--- src/rsc_defs.svh ---
// constants for the reset-cause register block
`ifndef RSC_DEFS_SVH
`define RSC_DEFS_SVH
`define RSC_REG_ADDR     8'hef
`define RSC_REG_PAGE     8'h00
`define RSC_BIT_FLASH    6
`define RSC_BIT_CMP      5
`define RSC_BIT_SW       4
`define RSC_BIT_WDT      3
`define RSC_BIT_CLKLOSS  2
`define RSC_BIT_POR      1
`define RSC_BIT_PIN      0
`define RSC_FLAGS_POR    7'h02
`define RSC_CLK_NS       50
`define RSC_HOLD_NS      400
`define RSC_HOLD_CYC     ((`RSC_HOLD_NS + `RSC_CLK_NS - 1) / `RSC_CLK_NS)
`endif

--- src/rsc_pkg.sv ---
// types for the reset-cause register block
package rsc_pkg;
  typedef struct packed {
    logic flash_err;
    logic cmp;
    logic sw;
    logic wdt;
    logic clk_loss;
    logic por;
    logic pin;
  } rsc_cause_t;

  typedef enum logic [1:0] {
    RSC_RUN  = 2'b01,
    RSC_HOLD = 2'b10
  } rsc_state_t;
endpackage

--- src/rsc_reset_source_flags.sv ---
// reset-cause register, source enables and system reset request
//
// Contract
// - cause register at 0xef, page 0x00
// - bit 6 flags flash error reset
// - bit 5 enables comparator reset, flags it
// - writing bit 4 forces reset, then flags
// - bit 3 flags watchdog overflow reset
// - bit 2 enables clock-loss detector, flags it
// - writing 0 disables clock-loss detector resets
// - writing bit 1 selects supply monitor reset
// - bit 1 set after power-on/monitor reset
// - with power-on flag, other flags undefined
// - bit 0 flags external pin reset
// - comparator reset while plus below minus
`timescale 1ns/100ps
`include "rsc_defs.svh"

module rsc_reset_source_flags (
  input  wire logic       MCLK,        // system clock, 20 MHz
  input  wire logic       RST_N,       // power-on reset, async low
  input  wire logic [7:0] SFR_ADDR,    // register address
  input  wire logic [7:0] SFR_PAGE,    // register page
  input  wire logic       SFR_WE,      // write strobe
  input  wire logic       SFR_RE,      // read strobe
  input  wire logic [7:0] SFR_WDATA,   // write data
  output logic      [7:0] SFR_RDATA,   // read data, one cycle later
  input  wire logic       PIN_RST_N,   // external reset pin
  input  wire logic       CMP_OUT,     // comparator output, low = trip
  input  wire logic       VMON_OK,     // supply above threshold
  input  wire logic       CLK_LOSS,    // clock-loss detector timeout
  input  wire logic       WDT_OVF,     // watchdog overflow pulse
  input  wire logic       FLASH_ERR,   // flash access error pulse
  output logic            SYS_RST,     // system reset request
  output logic            CMP_RST_EN,  // comparator reset enabled
  output logic            CLK_LOSS_EN, // clock-loss detector enabled
  output logic            VMON_RST_EN  // supply monitor reset enabled
);

  // ****************************************************************
  // input synchronisers
  // ****************************************************************
  logic [3:0] sync1_r;
  logic [3:0] sync2_r;
  logic [3:0] sync_nxt;
  logic       pin_s;
  logic       cmp_s;
  logic       vmon_s;
  logic       loss_s;

  always_comb
  begin
    sync_nxt = {CLK_LOSS, VMON_OK, CMP_OUT, PIN_RST_N};
  end

  always_ff @(posedge MCLK or negedge RST_N)
  begin
    if (!RST_N)
    begin
      sync1_r <= 4'h7;
      sync2_r <= 4'h7;
    end
    else
    begin
      sync1_r <= sync_nxt;
      sync2_r <= sync1_r;
    end
  end

  assign pin_s  = sync2_r[0];
  assign cmp_s  = sync2_r[1];
  assign vmon_s = sync2_r[2];
  assign loss_s = sync2_r[3];

  // ****************************************************************
  // cause capture and reset hold
  // ****************************************************************
  rsc_pkg::rsc_state_t state_r;
  rsc_pkg::rsc_state_t state_nxt;
  rsc_pkg::rsc_cause_t flags_r;
  rsc_pkg::rsc_cause_t flags_nxt;
  rsc_pkg::rsc_cause_t cause;
  logic [3:0]          cnt_r;
  logic [3:0]          cnt_nxt;
  logic                cmp_en_r;
  logic                cmp_en_nxt;
  logic                loss_en_r;
  logic                loss_en_nxt;
  logic                vmon_en_r;
  logic                vmon_en_nxt;
  logic                sys_rst_nxt;
  logic                sel;
  logic                wr_hit;
  logic                rd_hit;
  logic [7:0]          rdata_nxt;

  assign sel    = (SFR_ADDR == `RSC_REG_ADDR)
               && (SFR_PAGE == `RSC_REG_PAGE);
  assign wr_hit = sel && SFR_WE && (state_r == rsc_pkg::RSC_RUN);
  assign rd_hit = sel && SFR_RE;

  always_comb
  begin
    cause           = '0;
    cause.pin       = !pin_s;
    cause.cmp       = cmp_en_r && !cmp_s;
    cause.sw        = wr_hit && SFR_WDATA[`RSC_BIT_SW];
    cause.wdt       = WDT_OVF;
    cause.clk_loss  = loss_en_r && loss_s;
    cause.por       = vmon_en_r && !vmon_s;
    cause.flash_err = FLASH_ERR;
  end

  always_comb
  begin
    state_nxt    = state_r;
    flags_nxt    = flags_r;
    cnt_nxt      = cnt_r;
    cmp_en_nxt   = cmp_en_r;
    loss_en_nxt  = loss_en_r;
    vmon_en_nxt  = vmon_en_r;
    sys_rst_nxt  = 1'b0;
    unique case (state_r)
      rsc_pkg::RSC_RUN:
      begin
        // flag bits 7, 6, 3 and 0 are never taken from a write
        if (wr_hit)
        begin
          cmp_en_nxt  = SFR_WDATA[`RSC_BIT_CMP];
          loss_en_nxt = SFR_WDATA[`RSC_BIT_CLKLOSS];
          vmon_en_nxt = SFR_WDATA[`RSC_BIT_POR];
        end
        if (cause != '0)
        begin
          // all simultaneous causes are kept; with por set the rest
          // carry no promise to software
          flags_nxt   = cause;
          state_nxt   = rsc_pkg::RSC_HOLD;
          cnt_nxt     = 4'(`RSC_HOLD_CYC - 1);
          cmp_en_nxt  = 1'b0;
          loss_en_nxt = 1'b0;
          vmon_en_nxt = 1'b0;
          sys_rst_nxt = 1'b1;
        end
      end
      rsc_pkg::RSC_HOLD:
      begin
        sys_rst_nxt = 1'b1;
        if (cnt_r != 4'h0)
        begin
          cnt_nxt = cnt_r - 4'h1;
        end
        else if (pin_s)
        begin
          // pin held low stretches the reset
          state_nxt   = rsc_pkg::RSC_RUN;
          sys_rst_nxt = 1'b0;
        end
      end
    endcase
    rdata_nxt = rd_hit ? {1'b0, flags_r} : 8'h00;
  end

  always_ff @(posedge MCLK or negedge RST_N)
  begin
    if (!RST_N)
    begin
      state_r     <= rsc_pkg::RSC_RUN;
      flags_r     <= `RSC_FLAGS_POR;
      cnt_r       <= 4'h0;
      cmp_en_r    <= 1'b0;
      loss_en_r   <= 1'b0;
      vmon_en_r   <= 1'b0;
      SYS_RST     <= 1'b0;
      SFR_RDATA   <= 8'h00;
    end
    else
    begin
      state_r     <= state_nxt;
      flags_r     <= flags_nxt;
      cnt_r       <= cnt_nxt;
      cmp_en_r    <= cmp_en_nxt;
      loss_en_r   <= loss_en_nxt;
      vmon_en_r   <= vmon_en_nxt;
      SYS_RST     <= sys_rst_nxt;
      SFR_RDATA   <= rdata_nxt;
    end
  end

  assign CMP_RST_EN  = cmp_en_r;
  assign CLK_LOSS_EN = loss_en_r;
  assign VMON_RST_EN = vmon_en_r;

  // ****************************************************************
  // checks
  // ****************************************************************
  logic run;
  assign run = (state_r == rsc_pkg::RSC_RUN);

  chk_read_top_zero: assert property (
    @(posedge MCLK) disable iff (!RST_N) SFR_RDATA[7] == 1'b0)
    else $error("bit 7 read back nonzero");

  chk_read_value: assert property (
    @(posedge MCLK) disable iff (!RST_N)
    rd_hit |=> SFR_RDATA == {1'b0, $past(flags_r)})
    else $error("read data does not match cause flags");

  chk_sw_force: assert property (
    @(posedge MCLK) disable iff (!RST_N)
    wr_hit && SFR_WDATA[4] |=> SYS_RST && flags_r.sw ##1 SYS_RST)
    else $error("software force did not reset and flag");

  chk_wdt_flag: assert property (
    @(posedge MCLK) disable iff (!RST_N)
    run && WDT_OVF |=> flags_r.wdt && SYS_RST)
    else $error("watchdog overflow not recorded");

  chk_flash_flag: assert property (
    @(posedge MCLK) disable iff (!RST_N)
    run && FLASH_ERR |=> flags_r.flash_err && SYS_RST)
    else $error("flash error not recorded");

  chk_cmp_trip: assert property (
    @(posedge MCLK) disable iff (!RST_N)
    run && CMP_RST_EN && !cmp_s |=> SYS_RST && flags_r.cmp)
    else $error("comparator trip missed");

  chk_loss_gated: assert property (
    @(posedge MCLK) disable iff (!RST_N)
    $rose(flags_r.clk_loss) |-> $past(CLK_LOSS_EN))
    else $error("clock-loss reset while detector disabled");

  chk_por_flag: assert property (
    @(posedge MCLK) disable iff (!RST_N)
    run && VMON_RST_EN && !vmon_s |=> flags_r.por && SYS_RST)
    else $error("supply monitor reset not flagged");

  chk_pin_flag: assert property (
    @(posedge MCLK) disable iff (!RST_N)
    run && !pin_s |=> flags_r.pin && SYS_RST)
    else $error("pin reset not flagged");

  chk_enable_write: assert property (
    @(posedge MCLK) disable iff (!RST_N)
    wr_hit && (cause == '0) |=> CMP_RST_EN == $past(SFR_WDATA[5])
      && CLK_LOSS_EN == $past(SFR_WDATA[2])
      && VMON_RST_EN == $past(SFR_WDATA[1]))
    else $error("enable bits not taken from write");

  chk_hold_len: assert property (
    @(posedge MCLK) disable iff (!RST_N)
    $rose(SYS_RST) |-> SYS_RST [*8])
    else $error("reset request shorter than hold time");

endmodule

--- config.mk ---
export PLATFORM = sky130hd
export DESIGN_NAME = rsc_reset_source_flags
export DESIGN_NICKNAME = d
export VERILOG_FILES = /design/src/rsc_pkg.sv /design/src/rsc_reset_source_flags.sv
export VERILOG_INCLUDE_DIRS = /design/src
export SDC_FILE = /design/constraint.sdc
export NUM_CORES = 1
export LEC_CHECK = 0
export BUFFER_PORTS_ARGS = -buffer_cell sky130_fd_sc_hd__buf_2
export CAP_MARGIN = 20
export CORE_MARGIN = 2
export CORE_UTILIZATION = 49
export CTS_CLUSTER_SIZE = 8
export DETAILED_ROUTE_END_ITERATION = 12
export PLACE_DENSITY = 0.76
export SLEW_MARGIN = 5
export SYNTH_ARGS = -nofsm -noshare
export SYNTH_HDL_FRONTEND = slang
export SYNTH_SLANG_ARGS = --single-unit
--- constraint.sdc ---
create_clock -name MCLK -period 2.1 [get_ports MCLK]
set_clock_uncertainty 0.2 [all_clocks]
set_input_delay 0.21 -clock MCLK [delete_from_list [all_inputs] [get_ports MCLK]]
set_output_delay 0.21 -clock MCLK [all_outputs]
set_load 0.1 [all_outputs]
# After elaboration in Yosys (flattened, before gate mapping)
# Index checks and enable logic that the tools add are counted.
dict set report op_classes {
  n_addsub 1
  eq_ne 7
  mux 18
  n_reduce_logical 19
}
# cell n
set ops {}
lappend ops {{2-to-1 mux 1 bit} 9}
lappend ops {{equality test 8 bit, second input constant} 1}
lappend ops {{logical AND 1 bit} 8}
lappend ops {{zero test 8 bit} 1}
lappend ops {{2-to-1 mux 4 bit} 2}
lappend ops {{one-hot mux 4 bit (2 select lines)} 1}
lappend ops {{2-to-1 mux 7 bit} 1}
lappend ops {{nonzero test 7 bit} 1}
lappend ops {{2-to-1 mux 2 bit} 3}
lappend ops {{inequality test 2 bit, second input constant} 3}
lappend ops {{AND reduction 2 bit} 3}
lappend ops {{one-hot mux 2 bit (2 select lines)} 1}
lappend ops {{nonzero test 4 bit} 1}
lappend ops {{subtractor 4 x 1 -> 4 bit, second input constant} 1}
lappend ops {{zero test 1 bit} 3}
lappend ops {{AND reduction 3 bit} 1}
lappend ops {{equality test 2 x 1 -> 1 bit, second input constant} 1}
lappend ops {{equality test 2 bit, second input constant} 1}
lappend ops {{inequality test 2 x 1 -> 1 bit, second input constant} 1}
lappend ops {{one-hot mux 1 bit (2 select lines)} 1}
lappend ops {{nonzero test 2 bit} 1}
dict set report word_totals {
  ff_bits 32
  in_bits 34
  output_inout_bits 12
  word_cells 61
}

# Depth between registers and ports, before layout
dict set report logic_depth {
  ltp_word 8
  ltp_mapped 6
  mapped_depth_nobuf 6
}

# Worst setup path before layout
# Ideal clock, no wire load.
dict set report synth_path {
  path_kind {register to register}
  start {register loss_en_r, in the netlist CLK_LOSS_EN}
  end {register cnt_r[2]}
  arrival_time_ns 1.826
  required_ns 1.774
  slack_ns -0.052
  stages_incl_launch_ff 5
  n_path_buf 0
  path_cell_list {dfrtp_1 a211oi_1 and4_1 o21ai_1 o32a_1}
}
dict set report synth_between {
  elab_chain_cells 4
}
# item line_no
set synth_lines {}
lappend synth_lines {{start, declared} rsc_reset_source_flags.sv:87} ;# logic loss_en_r;
lappend synth_lines {{start signal, assigned} rsc_reset_source_flags.sv:183} ;# loss_en_r <= loss_en_nxt;
lappend synth_lines {{logical AND 1 bit} rsc_reset_source_flags.sv:109} ;# cause.clk_loss = loss_en_r && loss_s;
lappend synth_lines {{nonzero test 7 bit} rsc_reset_source_flags.sv:133} ;# if (cause != '0)
lappend synth_lines {{inequality test 2 x 1 -> 1 bit (no line)} -}
lappend synth_lines {{AND reduction 2 bit (no line)} -}
lappend synth_lines {{end signal, assigned} rsc_reset_source_flags.sv:181} ;# cnt_r <= cnt_nxt;
lappend synth_lines {{end, declared} rsc_reset_source_flags.sv:83} ;# logic [3:0] cnt_r;
# Every way passes these cells.
# A chain may end at the register's enable or synchronous reset.

# Worst setup path in the final report
dict set report layout_path {
  start {input port WDT_OVF}
  end {register cnt_r[2]}
}
dict set report layout_between {
  elab_chain_cells 3
}
# item line_no
set layout_lines {}
lappend layout_lines {{start, declared} rsc_reset_source_flags.sv:32} ;# input wire logic WDT_OVF,
lappend layout_lines {{nonzero test 7 bit} rsc_reset_source_flags.sv:133}
lappend layout_lines {{inequality test 2 x 1 -> 1 bit (no line)} -}
lappend layout_lines {{AND reduction 2 bit (no line)} -}
# Every way passes these cells.

==> metrics <==
synth warn=0; pin count of the biggest net entering global routing=33; final critical-path share of the clock period=95.4%; clk root buf=clkbuf_4; reg2reg setup slack=~0.2 ns; ANT nets after route=0; Async S/R FF share, synth=100%; status=finished, final reports clean; Worst Path Class, Setup=input pin to flop; worst slew pin tran=0.676 ns; CP arrival=around 2.0 ns; share of layout cells above drive strength 1=between 30% and 40%; endpoints failing hold=0; Clk Latency, worst-skew pair=0.33 ns; Mapped Cells=approximately 120; Tot GR Track Use=between 10% and 20%; worst vdd ir=approximately 0.77 mV; Synth area leader=dfrtp_1; post_cts resized=0; RR Endpoint=cnt_r[2]; setup TNS=0 ns; Max Cap Viol=0; Filler cells=around 220; synth unique cells=39; Min Clock Period, post-route=2.00 ns; global-route wire length before repair=4750 µm; ys flop type=dfrtp_1; DP Wirelength=between 2000 and 2500 µm; worst hold path class=input pin to flop; antenna violations before repair=0; Leak=between 0.0008 and 0.0009 µW; DP Area=around 1600 µm²; P&R area growth vs syn=30.3%; die area=roughly 3200 µm²; most frequent cell after synthesis=dfrtp_1; Die Wd=about 57 µm; fin area=1770 µm²; drt initial violations=15; Num Clock Sinks=32; via total after detailed routing=between 1,000 and 1,500; TritonCTS clock tree=done; DR DRC count=0; Die H=56.7 µm; Bufs on Longest Clock Path=2; synth cell count leaders=dfrtp_1, inv_1, o21ai_0; Reg clk slew, reported paths=about 0.10 ns; Hold Crit Start=SFR_RE; WL per Instance=roughly 14 µm; Final Wtd Congestion=about 0.7; r2r startpoint=CLK_LOSS_EN; number of cell rows=19; WL final=~2900 µm; Final Slew Violations=0; CP Launch Point=WDT_OVF; IO Pins=46; RSZ-0062 raised after global routing=no; Placeable Area=about 2700 µm²; via density per instance=5.33; Setup violations, final=0; port bufs=40; Setup WS post-layout=between 0.09 and 0.1 ns; Hold Path Sink=SFR_RDATA[5]; DRT Pass-1 Iters=4; Placed Cells=about 190; crit end category=flop; Layout Cells excl Fill=about 210; vias in the first global route=between 1,000 and 1,500; sequential area share after synthesis=around three fifths; syn avg cell area=11.5 µm²; Cell Pwr Density=between 800 and 900 nW/µm²; WHS Path Cells=3; Setup WS pre-CTS=about 0.20 ns; CTS Buf Count=5; Post-synth EDFFs=0; post-synthesis register bit count=32; CP Max Fanout=7; FF-to-FF path depth=4; grt total ovfl=0; H-tree Lvls=2; critical path required time=around 2.1 ns; Ant. Diodes=0; CP Launch Type=input pin; Synth Cell Area=about 1400 µm²; max frequency=0.499 GHz; post-synth top area share=between 40 and 50%; Slew Limit Headroom=between 50% and 60%; initial core utilization=50.7%; syn_nets=roughly 150; top post-synthesis cells by area=dfrtp_1, dfstp_2, o21ai_0; final net count=209
[per-layer routing]
metal | part of all wire (%) | GRT usage (%)
met1 | 40 | 20.8
met2 | 52 | 34.1
met3 | 5.6 | 7.60
met4 | 2.5 | 10.5
met5 | 0 | 0
[worst max-delay path, stage by stage]
cell,delay (ns)
dlygate4sd3_1,0.55
buf_2,0.14
a211oi_1,0.25
and4_1,0.33
o21ai_1,0.22
o32a_1,0.33
[registers in the layout (all words and copies together), names as in the netlist]
register and count:
SYS_RST 1, CLK_LOSS_EN 1, flags_r 7, VMON_RST_EN 1, sync2_r 4, cnt_r 4, SFR_RDATA 7, CMP_RST_EN 1
sync1_r 4, state_r 2
[kinds of logic (layout without fill, tap and decap cells)]
group / Yosys count / after routing / synth area share [%]
AO/OA/AOI/OAI: 32 / 32 / 16.4
AND/OR/NAND/NOR: 39 / 39 / 18.5
flip-flops: 32 / 32 / 59.6
buffers and inverters: 13 / 70 / 4.41
other: 1 / 1 / 0.275
adder cells (fa/ha/maj): 1 / 1 / 0.919
[worst max-delay path by stage]
stage                   to  slack, ns  cells past startpoint
3_5_place_dp    flags_r[5]       0.20                      4
5_1_grt           cnt_r[2]      0.008                      6
2_1_floorplan  CLK_LOSS_EN      0.003                      4
4_1_cts           cnt_r[2]       0.14                      6
6_report          cnt_r[2]        0.1                      6
3_3_place_gp      cnt_r[2]       0.26                      4
[per-stage QoR]
stage	utilization, %	power [µW]	hold slack, ns
6_report	66.0	1580	0.0156
5_1_grt	66.0	1680	0.0137
4_1_cts	66.0	1600	0.00744
3_5_place_dp	59.5	1130	0.0834
3_3_place_gp	59.5	1100	0.0761
2_1_floorplan	-	1020	-0.286
[layout by cell type, fill, tap and decap left out, types with 2 or more instances in the layout]
cell type and count:
nor2b_1 2, and4_1 2, inv_1 9, a22o_1 3, a31oi_1 2, o21ai_0 9, nand2_1 3, a211oi_1 2
o211ai_1 2, buf_4 3, buf_2 40, a21oi_1 6, clkbuf_4 5, and2_1 3, dfrtp_1 23, nor2_1 8
nand3_1 2, nor3_1 7, dfstp_2 8, dlygate4sd3_1 10, nand2b_1 4
[final cells by class]
cell class / count / area [µm²] / share of cell area, %
flip-flops and latches: 32 / 812 / 45.8
multi-input cells: 73 / 490 / 27.6
repair buffers: 53 / 323 / 18.2
clock buffers: 6 / 41.3 / 2.33
well taps: 31 / 38.8 / 2.19
clock inverters: 2 / 35.0 / 1.97
inverters: 9 / 33.8 / 1.90
[where the power goes]
part | internal [µW] | switching [µW]
Clock | 249 | 200
Combinational | 167 | 215
Sequential | 704 | 49.6
[repair_timing]
item	in CTS	in global routing
hold endpoints to repair	33	0
setup buffers	0	0
hold buffers	10	0
No activity file was read; power rests on OpenSTA's default activity.
